File: src/logic/irq_regs_pkg.sv
package irq_regs_pkg;

  // ------------------------------------------------------------
  // Register byte offsets
  // ------------------------------------------------------------
  localparam logic [7:0] OFS_EN2     = 8'h00;
  localparam logic [7:0] OFS_EN3     = 8'h04;
  localparam logic [7:0] OFS_EN4     = 8'h08;
  localparam logic [7:0] OFS_PRIO0   = 8'h0C;
  localparam logic [7:0] OFS_PRIO1   = 8'h10;
  localparam logic [7:0] OFS_PRIO2   = 8'h14;
  localparam logic [7:0] OFS_FLAG2   = 8'h18;
  localparam logic [7:0] OFS_FLAG3   = 8'h1C;
  localparam logic [7:0] OFS_FLAG4   = 8'h20;
  localparam logic [7:0] OFS_IRQ_ST  = 8'h24;
  localparam logic [7:0] OFS_IRQ_MSK = 8'h28;
  localparam logic [7:0] OFS_CFG     = 8'h2C;

  // ------------------------------------------------------------
  // Writable bit masks (unimplemented bits stay zero)
  // ------------------------------------------------------------
  localparam logic [15:0] EN2_MASK  = 16'h601F;
  localparam logic [15:0] EN3_MASK  = 16'h6000;
  localparam logic [15:0] EN4_MASK  = 16'h007E;
  localparam logic [15:0] PRIO_MASK = 16'h7777;
  localparam logic [15:0] CAN2_MASK = 16'h000C;
  localparam logic [15:0] CAN4_MASK = 16'h0040;

  // ------------------------------------------------------------
  // Enable bit positions
  // ------------------------------------------------------------
  localparam int DMA_CH4_DONE_IRQ_EN   = 14;
  localparam int PARALLEL_PORT_IRQ_EN  = 13;
  localparam int DMA_CH3_DONE_IRQ_EN   = 4;
  localparam int CAN_EVENT_IRQ_EN      = 3;
  localparam int CAN_RX_READY_IRQ_EN   = 2;
  localparam int SPI_B_EVENT_IRQ_EN    = 1;
  localparam int SPI_B_ERROR_IRQ_EN    = 0;
  localparam int CALENDAR_IRQ_EN       = 14;
  localparam int DMA_CH5_DONE_IRQ_EN   = 13;
  localparam int CAN_TX_REQUEST_IRQ_EN = 6;
  localparam int DMA_CH7_DONE_IRQ_EN   = 5;
  localparam int DMA_CH6_DONE_IRQ_EN   = 4;
  localparam int CHECKSUM_GEN_IRQ_EN   = 3;
  localparam int SERIAL_B_ERROR_IRQ_EN = 2;
  localparam int SERIAL_A_ERROR_IRQ_EN = 1;

  // Priority field low positions (fields are 3 bits)
  localparam int PRIO_F3 = 12;
  localparam int PRIO_F2 = 8;
  localparam int PRIO_F1 = 4;
  localparam int PRIO_F0 = 0;

  // ------------------------------------------------------------
  // Reset values
  // ------------------------------------------------------------
  localparam logic [15:0] EN_RST   = 16'h0000;
  localparam logic [15:0] PRIO_RST = 16'h4444;
  localparam logic [15:0] ST_RST   = 16'h0000;

  // Interrupt status event bits
  localparam int EVT_UNMAPPED = 0;
  localparam int EVT_DROPPED  = 1;

  // Number of prioritised sources
  localparam int NPRIO = 12;

  // Forwarded request toward the processor
  typedef struct packed {
    logic       valid;
    logic [3:0] source;
    logic [2:0] level;
  } fwd_req_t;

endpackage

File: src/logic/irq_enable_priority_regs.sv
// Local design decisions: the placing of the registers and the AHB-Lite slave port.
`timescale 1ns/100ps

module irq_enable_priority_regs (
  // Clock and reset
  input  wire logic                     hclk,
  input  wire logic                     hresetn,
  // AHB-Lite slave
  input  wire logic                     hsel,
  input  wire logic [7:0]               haddr,
  input  wire logic [1:0]               htrans,
  input  wire logic                     hwrite,
  input  wire logic [2:0]               hsize,
  input  wire logic [31:0]              hwdata,
  input  wire logic                     hready,
  output logic      [31:0]              hrdata,
  output logic                          hreadyout,
  output logic                          hresp,
  // Peripheral request pulses, same clock
  input  wire logic [15:0]              src_req2,
  input  wire logic [15:0]              src_req3,
  input  wire logic [15:0]              src_req4,
  input  wire logic [11:0]              src_req_prio,
  // Device variant strap
  input  wire logic                     can_present,
  // Toward the processor
  output logic      [15:0]              pend2,
  output logic      [15:0]              pend3,
  output logic      [15:0]              pend4,
  output irq_regs_pkg::fwd_req_t        fwd_req,
  output logic                          irq
);
  import irq_regs_pkg::*;

  // ------------------------------------------------------------
  // Declarations
  // ------------------------------------------------------------
  logic        wr_pend_q;      // Write data phase pending
  logic [7:0]  wr_addr_q;      // Latched write address
  logic        rd_pend_q;      // Read data phase pending
  logic [7:0]  rd_addr_q;      // Latched read address
  logic [15:0] en2_q;          // Enable group two
  logic [15:0] en3_q;          // Enable group three
  logic [15:0] en4_q;          // Enable group four
  logic [15:0] prio0_q;        // Priority bank zero
  logic [15:0] prio1_q;        // Priority bank one
  logic [15:0] prio2_q;        // Priority bank two
  logic [15:0] flag2_q;        // Sticky source flags
  logic [15:0] flag3_q;
  logic [15:0] flag4_q;
  logic [11:0] pflag_q;        // Flags of prioritised sources
  logic [1:0]  st_q;           // Block interrupt status
  logic [1:0]  msk_q;          // Block interrupt mask
  logic        can_meta_q;     // Strap, first sync stage
  logic        can_sync_q;     // Strap, second sync stage
  logic [1:0]  can_arm_q;      // Sync stages filled since reset
  logic        can_q;          // Strap caught after reset
  logic        can_done_q;     // Strap capture finished
  logic [15:0] can2_gate;      // CAN bits forced off when absent
  logic [15:0] can4_gate;
  logic [15:0] wdat;           // Write data, low half
  logic        wr_take;        // Write data phase now
  logic        addr_ok;        // Read address decodes
  logic [11:0] pflag_clr;      // Software clear of prio flags
  logic [1:0]  evt;            // Block events this cycle
  logic [2:0]  lvl [NPRIO];    // Level per prioritised source
  logic [31:0] rd_mux;         // Read data selection
  fwd_req_t    fwd_d;          // Next forwarded request
  logic        ahb_go;         // Valid transfer in address phase
  logic [15:0] en2_eff;        // Enable two, implemented bits only
  logic [15:0] en3_eff;        // Enable three, implemented bits only
  logic [15:0] en4_eff;        // Enable four, implemented bits only
  // Named priority fields, three bits each
  logic [2:0]  ext_pin_a_prio;     // Bank zero, lowest field
  logic [2:0]  in_capture_a_prio;  // Bank zero
  logic [2:0]  out_compare_a_prio; // Bank zero
  logic [2:0]  timer_a_prio;       // Bank zero, top field
  logic [2:0]  dma_ch0_done_prio;  // Bank one, lowest field
  logic [2:0]  in_capture_b_prio;  // Bank one
  logic [2:0]  out_compare_b_prio; // Bank one
  logic [2:0]  timer_b_prio;       // Bank one, top field
  logic [2:0]  timer_c_prio;       // Bank two, lowest field
  logic [2:0]  spi_a_error_prio;   // Bank two
  logic [2:0]  spi_a_event_prio;   // Bank two
  logic [2:0]  serial_a_rx_prio;   // Bank two, top field

  // ------------------------------------------------------------
  // Bus front end
  // ------------------------------------------------------------
  assign ahb_go    = hsel & hready & htrans[1];
  assign hreadyout = 1'b1;      // Zero wait states, always OKAY
  assign hresp     = 1'b0;
  assign wdat      = hwdata[15:0];
  assign wr_take   = wr_pend_q;

  // Latch address phase into data phase
  always_ff @(posedge hclk or negedge hresetn) begin
    if (!hresetn) begin
      wr_pend_q <= 1'b0;
      rd_pend_q <= 1'b0;
      wr_addr_q <= 8'h00;
      rd_addr_q <= 8'h00;
    end else begin
      wr_pend_q <= ahb_go & hwrite;
      rd_pend_q <= ahb_go & ~hwrite;
      if (ahb_go) begin
        wr_addr_q <= haddr;
        rd_addr_q <= haddr;
      end
    end
  end

  // ------------------------------------------------------------
  // Variant strap capture
  // ------------------------------------------------------------
  // Two stages first: the strap is a pin, not a clocked signal
  always_ff @(posedge hclk or negedge hresetn) begin
    if (!hresetn) begin
      can_meta_q <= 1'b0;
      can_sync_q <= 1'b0;
      can_arm_q  <= 2'b00;
    end else begin
      can_meta_q <= can_present;
      can_sync_q <= can_meta_q;
      can_arm_q  <= {can_arm_q[0], 1'b1};
    end
  end

  // Caught once both stages hold post-reset samples; until then
  // the CAN bits stay gated off, which is the safe side
  always_ff @(posedge hclk or negedge hresetn) begin
    if (!hresetn) begin
      can_q      <= 1'b0;
      can_done_q <= 1'b0;
    end else if (can_arm_q[1] && !can_done_q) begin
      can_q      <= can_sync_q;
      can_done_q <= 1'b1;
    end
  end

  // Without a controller the CAN bits can never be set
  assign can2_gate = can_q ? 16'hFFFF : ~CAN2_MASK;
  assign can4_gate = can_q ? 16'hFFFF : ~CAN4_MASK;

  // ------------------------------------------------------------
  // Enable registers
  // ------------------------------------------------------------
  // Whole-word write, effective next clock
  always_ff @(posedge hclk or negedge hresetn) begin
    if (!hresetn) begin
      en2_q <= EN_RST;
      en3_q <= EN_RST;
      en4_q <= EN_RST;
    end else begin
      if (wr_take && wr_addr_q == OFS_EN2) begin
        en2_q <= wdat & EN2_MASK & can2_gate;
      end else begin
        en2_q <= en2_q & can2_gate;
      end
      if (wr_take && wr_addr_q == OFS_EN3) begin
        en3_q <= wdat & EN3_MASK;
      end
      if (wr_take && wr_addr_q == OFS_EN4) begin
        en4_q <= wdat & EN4_MASK & can4_gate;
      end else begin
        en4_q <= en4_q & can4_gate;
      end
    end
  end

  // Effective enables rebuilt from the named positions only, so a
  // reserved bit can never reach a pending output
  always_comb begin
    en2_eff = 16'h0000;
    en3_eff = 16'h0000;
    en4_eff = 16'h0000;
    en2_eff[DMA_CH4_DONE_IRQ_EN]   = en2_q[DMA_CH4_DONE_IRQ_EN];
    en2_eff[PARALLEL_PORT_IRQ_EN]  = en2_q[PARALLEL_PORT_IRQ_EN];
    en2_eff[DMA_CH3_DONE_IRQ_EN]   = en2_q[DMA_CH3_DONE_IRQ_EN];
    en2_eff[CAN_EVENT_IRQ_EN]      = en2_q[CAN_EVENT_IRQ_EN];
    en2_eff[CAN_RX_READY_IRQ_EN]   = en2_q[CAN_RX_READY_IRQ_EN];
    en2_eff[SPI_B_EVENT_IRQ_EN]    = en2_q[SPI_B_EVENT_IRQ_EN];
    en2_eff[SPI_B_ERROR_IRQ_EN]    = en2_q[SPI_B_ERROR_IRQ_EN];
    en3_eff[CALENDAR_IRQ_EN]       = en3_q[CALENDAR_IRQ_EN];
    en3_eff[DMA_CH5_DONE_IRQ_EN]   = en3_q[DMA_CH5_DONE_IRQ_EN];
    en4_eff[CAN_TX_REQUEST_IRQ_EN] = en4_q[CAN_TX_REQUEST_IRQ_EN];
    en4_eff[DMA_CH7_DONE_IRQ_EN]   = en4_q[DMA_CH7_DONE_IRQ_EN];
    en4_eff[DMA_CH6_DONE_IRQ_EN]   = en4_q[DMA_CH6_DONE_IRQ_EN];
    en4_eff[CHECKSUM_GEN_IRQ_EN]   = en4_q[CHECKSUM_GEN_IRQ_EN];
    en4_eff[SERIAL_B_ERROR_IRQ_EN] = en4_q[SERIAL_B_ERROR_IRQ_EN];
    en4_eff[SERIAL_A_ERROR_IRQ_EN] = en4_q[SERIAL_A_ERROR_IRQ_EN];
  end

  // ------------------------------------------------------------
  // Priority registers
  // ------------------------------------------------------------
  always_ff @(posedge hclk or negedge hresetn) begin
    if (!hresetn) begin
      prio0_q <= PRIO_RST;
      prio1_q <= PRIO_RST;
      prio2_q <= PRIO_RST;
    end else if (wr_take) begin
      // Separator bits masked off
      if (wr_addr_q == OFS_PRIO0) begin
        prio0_q <= wdat & PRIO_MASK;
      end
      if (wr_addr_q == OFS_PRIO1) begin
        prio1_q <= wdat & PRIO_MASK;
      end
      if (wr_addr_q == OFS_PRIO2) begin
        prio2_q <= wdat & PRIO_MASK;
      end
    end
  end

  // ------------------------------------------------------------
  // Named priority fields
  // ------------------------------------------------------------
  // Bank zero
  assign ext_pin_a_prio     = prio0_q[PRIO_F0 +: 3];
  assign in_capture_a_prio  = prio0_q[PRIO_F1 +: 3];
  assign out_compare_a_prio = prio0_q[PRIO_F2 +: 3];
  assign timer_a_prio       = prio0_q[PRIO_F3 +: 3];
  // Bank one
  assign dma_ch0_done_prio  = prio1_q[PRIO_F0 +: 3];
  assign in_capture_b_prio  = prio1_q[PRIO_F1 +: 3];
  assign out_compare_b_prio = prio1_q[PRIO_F2 +: 3];
  assign timer_b_prio       = prio1_q[PRIO_F3 +: 3];
  // Bank two
  assign timer_c_prio       = prio2_q[PRIO_F0 +: 3];
  assign spi_a_error_prio   = prio2_q[PRIO_F1 +: 3];
  assign spi_a_event_prio   = prio2_q[PRIO_F2 +: 3];
  assign serial_a_rx_prio   = prio2_q[PRIO_F3 +: 3];

  // Source order: 0..3 bank0 low..high, 4..7 bank1, 8..11 bank2
  always_comb begin
    lvl[0]  = ext_pin_a_prio;
    lvl[1]  = in_capture_a_prio;
    lvl[2]  = out_compare_a_prio;
    lvl[3]  = timer_a_prio;
    lvl[4]  = dma_ch0_done_prio;
    lvl[5]  = in_capture_b_prio;
    lvl[6]  = out_compare_b_prio;
    lvl[7]  = timer_b_prio;
    lvl[8]  = timer_c_prio;
    lvl[9]  = spi_a_error_prio;
    lvl[10] = spi_a_event_prio;
    lvl[11] = serial_a_rx_prio;
  end

  // ------------------------------------------------------------
  // Source flags
  // ------------------------------------------------------------
  // Write one to clear; a request in the same cycle wins
  always_ff @(posedge hclk or negedge hresetn) begin
    if (!hresetn) begin
      flag2_q <= 16'h0000;
      flag3_q <= 16'h0000;
      flag4_q <= 16'h0000;
    end else begin
      flag2_q <= ((flag2_q & ~((wr_take && wr_addr_q == OFS_FLAG2) ? wdat : 16'h0000))
                  | src_req2) & EN2_MASK & can2_gate;
      flag3_q <= ((flag3_q & ~((wr_take && wr_addr_q == OFS_FLAG3) ? wdat : 16'h0000))
                  | src_req3) & EN3_MASK;
      flag4_q <= ((flag4_q & ~((wr_take && wr_addr_q == OFS_FLAG4) ? wdat : 16'h0000))
                  | src_req4) & EN4_MASK & can4_gate;
    end
  end

  // Prioritised source flags cleared by writing ones to the low 12 bits of the CFG register
  assign pflag_clr = (wr_take && wr_addr_q == OFS_CFG) ? wdat[11:0] : 12'h000;

  always_ff @(posedge hclk or negedge hresetn) begin
    if (!hresetn) begin
      pflag_q <= 12'h000;
    end else begin
      pflag_q <= (pflag_q & ~pflag_clr) | src_req_prio;
    end
  end

  // ------------------------------------------------------------
  // Pending outputs and forwarded request
  // ------------------------------------------------------------
  always_ff @(posedge hclk or negedge hresetn) begin
    if (!hresetn) begin
      pend2 <= 16'h0000;
      pend3 <= 16'h0000;
      pend4 <= 16'h0000;
    end else begin
      pend2 <= flag2_q & en2_eff;
      pend3 <= flag3_q & en3_eff;
      pend4 <= flag4_q & en4_eff;
    end
  end

  // Highest level wins; ties go to the lower source index
  always_comb begin
    fwd_d = '0;
    for (int i = 0; i < NPRIO; i++) begin
      if (pflag_q[i] && lvl[i] != 3'b000 && lvl[i] > fwd_d.level) begin
        fwd_d.valid  = 1'b1;
        fwd_d.source = 4'(i);
        fwd_d.level  = lvl[i];
      end
    end
  end

  always_ff @(posedge hclk or negedge hresetn) begin
    if (!hresetn) begin
      fwd_req <= '0;
    end else begin
      fwd_req <= fwd_d;
    end
  end

  // ------------------------------------------------------------
  // Block interrupt status and mask
  // ------------------------------------------------------------
  assign addr_ok = (rd_addr_q <= OFS_CFG) && (rd_addr_q[1:0] == 2'b00);
  assign evt[EVT_UNMAPPED] = (wr_pend_q && (wr_addr_q > OFS_CFG || wr_addr_q[1:0] != 2'b00))
                           | (rd_pend_q && !addr_ok);
  // Request arrived while its enable was clear
  assign evt[EVT_DROPPED] = (|(src_req2 & ~en2_eff)) | (|(src_req3 & ~en3_eff))
                          | (|(src_req4 & ~en4_eff));

  // Set wins over a write-one clear
  always_ff @(posedge hclk or negedge hresetn) begin
    if (!hresetn) begin
      st_q  <= ST_RST[1:0];
      msk_q <= ST_RST[1:0];
    end else begin
      st_q <= (st_q & ~((wr_take && wr_addr_q == OFS_IRQ_ST) ? wdat[1:0] : 2'b00)) | evt;
      if (wr_take && wr_addr_q == OFS_IRQ_MSK) begin
        msk_q <= wdat[1:0];
      end
    end
  end

  assign irq = |(st_q & msk_q);

  // ------------------------------------------------------------
  // Read data
  // ------------------------------------------------------------
  always_comb begin
    rd_mux = 32'h0000_0000;
    case (rd_addr_q)
      OFS_EN2:     rd_mux = {16'h0000, en2_q};
      OFS_EN3:     rd_mux = {16'h0000, en3_q};
      OFS_EN4:     rd_mux = {16'h0000, en4_q};
      OFS_PRIO0:   rd_mux = {16'h0000, prio0_q};
      OFS_PRIO1:   rd_mux = {16'h0000, prio1_q};
      OFS_PRIO2:   rd_mux = {16'h0000, prio2_q};
      OFS_FLAG2:   rd_mux = {16'h0000, flag2_q};
      OFS_FLAG3:   rd_mux = {16'h0000, flag3_q};
      OFS_FLAG4:   rd_mux = {16'h0000, flag4_q};
      OFS_IRQ_ST:  rd_mux = {30'h0, st_q};
      OFS_IRQ_MSK: rd_mux = {30'h0, msk_q};
      OFS_CFG:     rd_mux = {15'h0, can_q, 4'h0, pflag_q};
      default:     rd_mux = 32'h0000_0000;
    endcase
  end

  // Data phase output is combinational from latched address
  assign hrdata = rd_pend_q ? rd_mux : 32'h0000_0000;

endmodule

File: config.mk
export PLATFORM = sky130hd
export DESIGN_NAME = irq_enable_priority_regs
export DESIGN_NICKNAME = d
export VERILOG_FILES = /design/src/logic/irq_regs_pkg.sv /design/src/logic/irq_enable_priority_regs.sv
export SDC_FILE = /design/constraint.sdc
export NUM_CORES = 1
export LEC_CHECK = 0
export BUFFER_PORTS_ARGS = -buffer_cell sky130_fd_sc_hd__buf_2
export CAP_MARGIN = 20
export CELL_PAD_IN_SITES_DETAIL_PLACEMENT = 2
export CELL_PAD_IN_SITES_GLOBAL_PLACEMENT = 2
export CORE_ASPECT_RATIO = 0.9
export CORE_MARGIN = 2
export CORE_UTILIZATION = 33
export CTS_BUF_LIST = sky130_fd_sc_hd__clkbuf_8
export CTS_CLUSTER_DIAMETER = 50
export DETAILED_ROUTE_END_ITERATION = 8
export PLACE_DENSITY = 0.89
export SETUP_SLACK_MARGIN = 0.15
export SYNTH_ARGS = -nofsm -noshare
export SYNTH_HDL_FRONTEND = slang
export SYNTH_SLANG_ARGS = --single-unit
File: constraint.sdc
create_clock -name hclk -period 18.5 [get_ports hclk]
set_input_delay 1.85 -clock hclk [delete_from_list [all_inputs] [get_ports hclk]]
set_output_delay 1.85 -clock hclk [all_outputs]
set_load 0.005 [all_outputs]
# --- Word level (Yosys, flattened, before mapping) ---
# Cells that the tools add are included.
totals:
  inputBits: 111
  ff_bits: 191
  wordCells: 175
  out_inout_bits: 91
op_classes:
  reduce_logical: 62
  order_cmp: 14
  mux: 23
  bitwise_logic: 39
  n_eq_ne: 11
ops:
  columns: ["operator", "n"]
  rows:
  - ["$pmux W17 S12", 1]
  - ["$mux W8", 12]
  - ["$and A16 B16 Y16", 5]
  - ["$reduce_or A16 Y1", 3]
  - ["$and A15 B15 Y15", 3]
  - ["$logic_and A1 B1 Y1", 37]
  - ["$reduce_bool A3 Y1", 12]
  - ["$gt A3 B3 Y1", 11]
  - ["$and A15 B16 Y16", 2]
  - ["$and A7 B16 Y16", 2]
  - ["$eq A8 B5 Y1 const B", 4]
  - ["$eq A8 B6 Y1 const B", 4]
  - ["$mux W16", 2]
  - ["$mux W32", 1]
  - ["$not A15 Y16", 2]
  - ["$mux W15", 2]
  - ["$not A15 Y15", 2]
  - ["$or A15 B15 Y15", 2]
  - ["$and A16 B15 Y16", 1]
  - ["$and A16 B7 Y16", 1]
  - ["$eq A8 B4 Y1 const B", 2]
  - ["$not A7 Y16", 1]
  - ["$mux W7", 2]
  - ["$and A12 B12 Y12", 1]
  - ["other kinds (25)", 34]

# --- Depth between registers and ports, before layout ---
# Gate-level depths: netlist (run 1).
depth:
  ltp_word: 37
  ltp_mapped: 79
  mapped_depth_nobuf: 78

# --- Least setup slack after synthesis (run 1) ---
# OpenSTA, ideal clock, no wires.
synth_path:
  path_kind: "flip-flop to flip-flop"
  startpoint: "register pflag_q[0]"
  endpoint: "register fwd_req[0] in the netlist's numbering"
  setup_ns: 0.134
  t_required_ns: 18.366
  arrival_ns: 13.671
  stages_incl_launch_ff: 77
  n_path_buf: 1
  period_less_slack_ns: 13.805
  slack_ns: 4.695
  cell_sequence: "dfrtp_1 -> clkbuf_1 -> nand2_1 -> ha_1 -> nor2b_2 -> o31a_2 -> nand2_2 -> nand2_1 -> o21ai_0 -> ha_1 -> or3b_1 -> nand2_1 -> o32ai_1 -> o22ai_1 -> nand2_1 -> mux2_4 -> ha_1 -> nor2_1 -> [... 41 more ...] -> o21ai_1 -> ha_1 -> nor2b_1 -> o21ai_0 -> inv_1 -> o21ai_0 -> nand2_1 -> o21ai_0 -> nor2_1 -> a31oi_1 -> ha_1 -> nor2b_1 -> o21ai_0 -> inv_1 -> o21ai_0 -> o211ai_1 -> o22ai_1 -> a31oi_1"
synth_lines:
  columns: ["element", "line_no", "text"]
  rows:
  - ["start, declared", "irq_enable_priority_regs.sv:51", "logic [11:0] pflag_q;"]
  - ["start signal, assigned", "irq_enable_priority_regs.sv:277", "pflag_q <= (pflag_q & ~pflag_clr) | src_req_prio;"]
  - ["end signal, assigned", "irq_enable_priority_regs.sv:312", "fwd_req <= fwd_d;"]
  - ["end, declared", "irq_enable_priority_regs.sv:30", "output irq_regs_pkg::fwd_req_t fwd_req,"]

==> results.cfg, run 1 <==
[critical_path]
crit_path_end_kind = register
required_ps = 18830
critPathSlowestCell = o21ai_0
arrival_ps = 17370
crit_top_cell = ha_1
reg2regPathDepth = 73
slowest_delay_ps = 790
path_class = reg2reg
crit_fanout = 9
cp-start-kind = register

[cells_and_area]
fin_util_pct = 38.8
layout-drive-gt1-share_pct = 30.3
final_common_cell = buf_2
nets = 993
final_cell_mix = buf_2, dfrtp_1, nand2_1
area_delta_synth_final_pct = 16.4

[pwr]
pwr-share-comb_pct = 25.3
p_sw_share_pct = 34.5
vdd_drop_max_mv = 0.0462
clkPwrFrac_pct = 33.4
switching_power_uw = 257
p_leak_uw = 0.00366
pwr-share-seq_pct = 41.3
power_density_mw_per_mm2 = 89.3
intPower_uw = 488

[logic_synthesis]
netlist_area_mm2 = 0.00717
ys_seq_area_share_pct = 42.5
synth_cell_type_count = 77
syn_avg_cell_area_um2 = 9.80
syn_inst = 731
synth_edf_count = 0
synth_warnings = 0
synth-seq-cells = 121
synthArstFlopShare_pct = 100
synth-main-ff-cell = dfrtp_1

[timing]
slew_headroom_pct = 31.5
hold_viol_final = 0
fin_crit_ps = 17040
skew_ps = 10.7
drv_slew = 0
fin_crit_sh_pct = 92.1
totalNegativeSetupSlack_ps = 0
fmax_mhz = 58.7
setup_viol = 0
worstMarginPinSlew_ps = 1020
rsz0062_at_grt = no

[die]
core_mm2 = 0.0215
start_util_pct = 33.3
die_area_mm2 = 0.0229
die_height_um = 144
rows = 51
chipWidth_um = 159
io_pins = 202

[clock_network]
post_cts.repair.setup_buffers = 0
cts.sinks = 121
ctsHoldBuffers = 0
cts_root_buffer = clkbuf_8
numCtsBuffers = 17
clk_pin_slew_ps = 90
cts_resized = 0
clock_latency_ps = 470
htreeDepth = 4
tritoncts = done
cts_max_path_buffers = 2

[drt]
drc = 0
vias = 6537
drt-vias-per-instance = 5.59
routed_wl_mm = 28.0
ant_nets = 0
firstDrtPassIters = 5
route.detailed.wl_per_inst_um = 23.9
drt-initial-drc-count = 427

[worst_hold_path]
holdPathStages = 0
worst_hold_path_type = reg2reg

[place]
gp_routability_congestion = 0.900
dpl.hpwl_mm = 20.2
portBuffers = 129

[run_status]
status = complete, no violations

[global_routing]
grt_antenna_before_repair = 0
grt_pass1_vias = 7311
grt_usage_pct = 24.7
grt_pass1_wl_mm = 42.5
grt_max_degree = 74
grt-ovfl-total = 0

[run]
maxCapViolCount = 0
-- flip-flops by register name, summed over array words and instances, names as in the netlist, 6 cells and up --
register and cells:
pend4 6, prio1_q 12, pend2 7, en4_q 6, en2_q 7, rd_addr_q 8
flag4_q 6, prio0_q 12, pflag_q 12, fwd_req 8, prio2_q 12, flag2_q 7
-- power by group through the flow --
stage          sequential [uW]  combinational, uW  clock, uW
2_1_floorplan              305                125          0
3_3_place_gp               310                171          0
3_5_place_dp               312                183          0
4_1_cts                    308                188        253
5_1_grt                    311                208        264
6_report                   308                188        249
-- critical path: cells and delay by family (launching register included) --
kind	cells	cell delay, ps
mux	3	1040
simple gates	21	3420
compound gates	33	7830
flops	1	600
buf+inv	3	290
fa+ha+maj	13	3660
-- path summary, 6_finish.rpt --
kind                                   start  slack [ps]      endpoint
worst max-delay path              prio0_q[2]        1460    fwd_req[0]
worst max register to register    prio0_q[2]        1460    fwd_req[0]
worst min register to register  can_arm_q[0]         350  can_arm_q[1]
min in group asynchronous            hresetn        1420    fwd_req[7]
max in group asynchronous            hresetn       15630   prio0_q[13]
worst min-delay path            can_arm_q[0]         350  can_arm_q[1]
-- routing by layer --
layer / part of all wire (%) / global-route usage [%] / vias up / wire (um)
li1: - / - / 2835 / -
met1: 40 / 28.3 / 3381 / 11100
met2: 51 / 44.8 / 257 / 14200
met3: 6.1 / 5.37 / 64 / 1710
met4: 3.5 / 10.7 / 0 / 978
met5: 0 / 0 / - / 0
-- stage by stage --
stage	power, uW	cells	cell area (um2)	hold slack [ps]	setup slack (ps)
2_1_floorplan	431	781	7350	331	4700
3_3_place_gp	482	1136	7940	331	2780
3_5_place_dp	495	1136	7940	337	2110
4_1_cts	748	1167	8330	356	1630
5_1_grt	783	1168	8340	376	269
6_report	745	1169	8340	353	1460
-- cells by family (layout without fill, tap and decap cells) --
kind of cell               after synthesis  in the layout  share of synthesized area [%]
AOI/OAI and AO/OA                      197            197                           20.6
muxes                                   64             64                           10.2
adders and majority gates               19             19                           3.27
DFF                                    121            121                           42.5
and+or+nand+nor                        219            219                           14.8
buffers and inverters                  109            205                           8.49
other                                    2             53                          0.105
-- Yosys cell counts, types with 3 or more instances --
library cell    n  area (um2)
and3_1          4        25.0
o21a_1         11        82.6
o21ai_0        21         105
nand4_1         3        18.8
dfrtp_1       109        2730
a22o_1          4        35.0
o31ai_1         4        30.0
nor2b_1         8        50.1
ha_1           17         213
nand3b_1        4        30.0
a41oi_1         4        35.0
a31oi_1        15        93.8
nand3_1        19        95.1
nor4_1          8        50.1
inv_1          38         143
dfstp_2        12         315
a21oi_1        22         110
a21boi_0        3        22.5
o22ai_1         7        43.8
mux2_2         60         676
a22oi_1        32         240
o31a_1          3        26.3
o221ai_1        4        35.0
buf_4          51         383
mux2_4          3        45.0
a211oi_1        3        22.5
nand2_1        84         315
nor2_1         42         158
a21o_1         21         158
a2111o_1        3        33.8
a222oi_1        4        40.0
nor3_1          7        35.0
a221oi_1        6        52.6
or2_2           3        18.8
clkbuf_1       18        67.6
and2_1         22         138
-- layout make-up --
cell class	count	area (um2)
Sequential cell	121	3040
Antenna cell	1	2.50
Clock buffer	18	248
Fill cell	2385	13200
Multi-Input combinational cell	551	3700
Timing Repair Buffer	135	693
Clock inverter	13	145
Tap cell	291	364
Inverter	39	146
No activity file was read; power rests on OpenSTA's default activity.
==> run 2, diff against run 1 <==
- GPL_TIMING_DRIVEN: default -> 0
==> run 2 against run 1 <==
  * Fmax up 1.3%
  * Worst setup slack gained 210 ps
  * Global-route usage grew 1.0 points
  * Sequential share of layout area is 2.1 points lower
  * Largest power group unchanged
  * Power grew 6.4%
  * Non-clock buffer count increased by 65
  * Register-to-register slack better by 210 ps
  * Via count increased by 5.3%
  * First-iteration DRC count rose by 19%
  * Cell area is 6.1% higher
  * Count of clock-buffer cells in the layout is the same
  * Final cell count up 5.6%
==> results.cfg, run 2 (synthesis results as in run 1) <==
[run_status]
status = complete, no violations

[critical_path]
crit_path_end_kind = register
critPathLaunch = pflag_q[0]
endpoint = fwd_req[0]
crit_top_cell = ha_1
reg2regPathDepth = 75
arrival_ps = 17170
cp-start-kind = register
path_class = reg2reg
r2r-start = pflag_q[0]
slowest_delay_ps = 520
critPathSlowestCell = a221oi_2
crit_fanout = 8
r2r_end = fwd_req[0]
required_ps = 18830
ff2ff_setup_slack_ps = 1670

[timing]
totalNegativeSetupSlack_ps = 0
fin_crit_sh_pct = 91.0
fmax_mhz = 59.4
drv_slew = 0
hold_viol_final = 0
skew_ps = 15.2
setup_viol = 0
rsz0062_at_grt = no
worstMarginPinSlew_ps = 992
slew_headroom_pct = 33.6
fin_crit_ps = 16830

[cells_and_area]
nFillCells = 2411
seqCellArea_mm2 = 0.00304
area_delta_synth_final_pct = 23.6
fin_util_pct = 41.2
multiInputGateArea_mm2 = 0.00370
nets = 1058
final_cell_mix = buf_2, dfrtp_1, nand2_1
layout-drive-gt1-share_pct = 33.3
final_common_cell = buf_2

[global_routing]
grt_antenna_before_repair = 2
grt_pass1_wl_mm = 44.7
grt-ovfl-total = 0
grt_max_degree = 92
grt_usage_pct = 25.7
grt_pass1_vias = 7555

[clock_network]
ctsHoldBuffers = 0
cts.sinks = 121
cts_root_buffer = clkbuf_8
htreeDepth = 4
cts_resized = 0
clk_pin_slew_ps = 90
numCtsBuffers = 17
post_cts.repair.setup_buffers = 0
tritoncts = done
cts_max_path_buffers = 2
clock_latency_ps = 480

[die]
rows = 51
start_util_pct = 33.3
core_mm2 = 0.0215
io_pins = 202
chipWidth_um = 159
die_height_um = 144
die_area_mm2 = 0.0229

[pwr]
vdd_drop_max_mv = 0.0363
power_density_mw_per_mm2 = 89.5
p_leak_uw = 0.00398

[run]
maxCapViolCount = 0

[place]
dpl.hpwl_mm = 21.1
portBuffers = 128
gp_routability_congestion = 0.878

[drt]
vias = 6886
drc = 0
firstDrtPassIters = 7
ant_nets = 0
drt-initial-drc-count = 508
route.detailed.wl_per_inst_um = 23.5
routed_wl_mm = 29.0
drt-vias-per-instance = 5.58

[worst_hold_path]
worst_hold_path_type = reg2reg
hold_start = can_arm_q[0]
==> run 2: cell types whose count changed in the layout (fill, tap and decap cells not counted), sizes merged <==
cell	previous run	this run
buf	135	182
clkbuf	18	36
bufinv	2	4
clkinv	5	3
inv	42	44
clkinvlp	3	2
==> run 2: worst min path at each step <==
stage,cells past startpoint,to
finish,0,can_arm_q[1]
global route,0,can_arm_q[1]
CTS,0,can_arm_q[1]
detailed placement,0,can_arm_q[1]
global placement,0,can_arm_q[1]
floorplan,0,can_arm_q[1]
==> run 2: power by group <==
group	internal (uW)	leakage [uW]	switching (uW)
sequential	287	0.00134	20.1
combinational	84.9	0.00242	115
clock	154	0.000224	132
==> run 2: area by class of cell <==
cell class | count | share of cell area [%]
plain buffers | 70 | 5.21
diodes | 1 | 0.0283
clock inverters | 14 | 2.37
multi-input cells | 551 | 41.8
flip-flops and latches | 121 | 34.4
well taps | 291 | 4.11
repair buffers | 130 | 7.67
inverters | 39 | 1.65
clock buffers | 18 | 2.80
==> run 2: critical path, delay by kind of cell, from the launching register on <==
| kind | cells | cell delay [ps] |
|---|---|---|
| AND/OR/NAND/NOR | 21 | 3440 |
| multiplexers | 3 | 1040 |
| adder cells (fa/ha/maj) | 12 | 3450 |
| AO/OA/AOI/OAI | 34 | 7530 |
| flip-flops | 1 | 320 |
| buffers and inverters | 5 | 880 |
==> run 2: layer usage <==
layer / GRT usage [%] / vias up / wire (um)
met4: 9.81 / 2 / 895
li1: - / 2976 / -
met3: 6.32 / 67 / 1790
met5: 0 / - / 7
met2: 46.1 / 283 / 14800
met1: 30.0 / 3558 / 11600
==> run 2: metrics by stage <==
step	hold slack, ps	cell area [um2]	worst slack, ps	power, uW	std cells
floorplan	331	7350	4700	431	781
global placement	331	8360	2660	489	1200
CTS	363	8850	1410	794	1233
global route	376	8860	631	828	1235
detailed placement	343	8390	1760	506	1201
finish	361	8860	1670	793	1235
==> run 3, diff against run 2 <==
- clock period: 18.5 -> 16.2 ns (I/O delays scaled with it)
==> run 3 against run 2 <==
  * Critical path depth is the same
  * First-iteration DRC count shrank 14%
  * Sequential power up 14%
  * Fmax increased by 8.8%
  * Die area unchanged
  * Count of clock-buffer cells in the layout stayed put
==> results.cfg, run 3 (synthesis results as in run 1) <==
[die]
rows = 51
die_height_um = 144
chipWidth_um = 159
io_pins = 202
start_util_pct = 33.3
core_mm2 = 0.0215
die_area_mm2 = 0.0229

[clock_network]
cts.sinks = 121
ctsHoldBuffers = 0
numCtsBuffers = 17
cts_max_path_buffers = 2
clock_latency_ps = 470
clk_pin_slew_ps = 90
cts_root_buffer = clkbuf_8
tritoncts = done
htreeDepth = 4

[drt]
ant_nets = 0
vias = 6905
route.detailed.wl_per_inst_um = 23.6
drt-vias-per-instance = 5.55
dr_wl_met3_mm = 1.72
routed_wl_mm = 29.4
top_layer_used = met5
drt-initial-drc-count = 438
met1_length_mm = 11.7
route.met2.wl_mm = 15.0
drc = 0
firstDrtPassIters = 5

[global_routing]
grt_pass1_wl_mm = 44.7
grt_antenna_before_repair = 2
grt_max_degree = 92
grt-ovfl-total = 0
grt_pass1_vias = 7568
grt_usage_pct = 25.8

[place]
dpl.hpwl_mm = 21.1
portBuffers = 128
gp_routability_congestion = 0.878

[critical_path]
ff2ff_setup_slack_ps = 720
reg2regPathDepth = 75
arrival_ps = 15810
crit_family = compound AO/OA/AOI/OAI gates
r2r-start = pflag_q[0]
crit_path_end_kind = register
slowest_delay_ps = 460
path_class = reg2reg
crit_fanout = 8
path_buf_inv = 6
crit_top_cell = ha_1
critPathSlowestCell = or3b_1
required_ps = 16530
r2r_end = fwd_req[0]
cp-start-kind = register

[timing]
skew_ps = 12.7
fin_crit_sh_pct = 95.5
fmax_mhz = 64.6
slew_headroom_pct = 35.5
totalNegativeSetupSlack_ps = 0
hold_viol_final = 0
worstMarginPinSlew_ps = 963
setup_viol = 0
fin_crit_ps = 15480
rsz0062_at_grt = no
drv_slew = 0

[cells_and_area]
final_common_cell = buf_2
final_cell_mix = buf_2, dfrtp_1, nand2_1
nets = 1067
fin_util_pct = 41.9
layout-drive-gt1-share_pct = 35.9
nFillCells = 2393
area_delta_synth_final_pct = 25.8

[run_status]
status = complete, no violations

[worst_hold_path]
min_to = can_arm_q[1]
holdPathStages = 0
hold_start = can_arm_q[0]
worst_hold_path_type = reg2reg

[pwr]
power_uw = 928
power_density_mw_per_mm2 = 103
p_leak_uw = 0.00405
vdd_drop_max_mv = 0.0416

[run]
maxCapViolCount = 0
-- run 3: metrics by stage --
| stage | hold slack (ps) | instances | area [um2] | worst slack (ps) |
|---|---|---|---|---|
| 3_5_place_dp | 343 | 1201 | 8390 | -538 |
| 5_1_grt | 376 | 1244 | 9020 | 51.4 |
| 2_1_floorplan | 331 | 781 | 7350 | 2400 |
| 6_report | 361 | 1244 | 9020 | 724 |
| 4_1_cts | 363 | 1236 | 8880 | 158 |
| 3_3_place_gp | 331 | 1200 | 8360 | 364 |
-- run 3: worst max-delay path by stage --
stage,from,end,slack [ps],cells after the start
2_1_floorplan,pflag_q[0],fwd_req[0],2400,76
3_3_place_gp,pflag_q[0],fwd_req[0],360,74
3_5_place_dp,pflag_q[0],fwd_req[0],-540,74
4_1_cts,pflag_q[0],fwd_req[0],160,74
5_1_grt,pflag_q[0],fwd_req[7],50,76
6_report,pflag_q[0],fwd_req[0],720,75
-- run 3: worst register-to-register path: cells and delay by family, from the launching register on --
family	cells	cell delay [ps]
DFF	1	330
AOI/OAI and AO/OA	30	5770
muxes	3	1020
adders and majority gates	12	3570
and+or+nand+nor	24	3840
buffers and inverters	6	840
-- run 3: where the power goes --
| group | switching, uW | total [uW] | leakage (uW) | internal [uW] |
|---|---|---|---|---|
| Clock | 150 | 326 | 0.000224 | 176 |
| Combinational | 141 | 251 | 0.00248 | 109 |
| Sequential | 23.1 | 351 | 0.00134 | 328 |
-- run 3: final cells by class --
class,count,area [um2],share of cell area [%]
multi-input cells,551,3790,42.0
flip-flops and latches,121,3040,33.7
repair buffers,139,749,8.31
plain buffers,70,463,5.13
well taps,291,364,4.04
clock buffers,18,248,2.75
clock inverters,14,210,2.33
inverters,39,146,1.62
diodes,1,2.50,0.0278
-- run 3: layer usage --
layer,GRT usage (%),vias to the layer above
met5,0,-
met4,9.81,2
met3,6.35,72
met2,46.2,276
met1,29.9,3572
li1,-,2983
-- run 3: repair_timing --
action                                  CTS  global route
cloned                                    0             0
endpoints found under the setup margin    8             8
setup buffers                             3             7
hold endpoints to repair                  0             0
pin swaps                                 1             7
gates resized for setup                   5            21
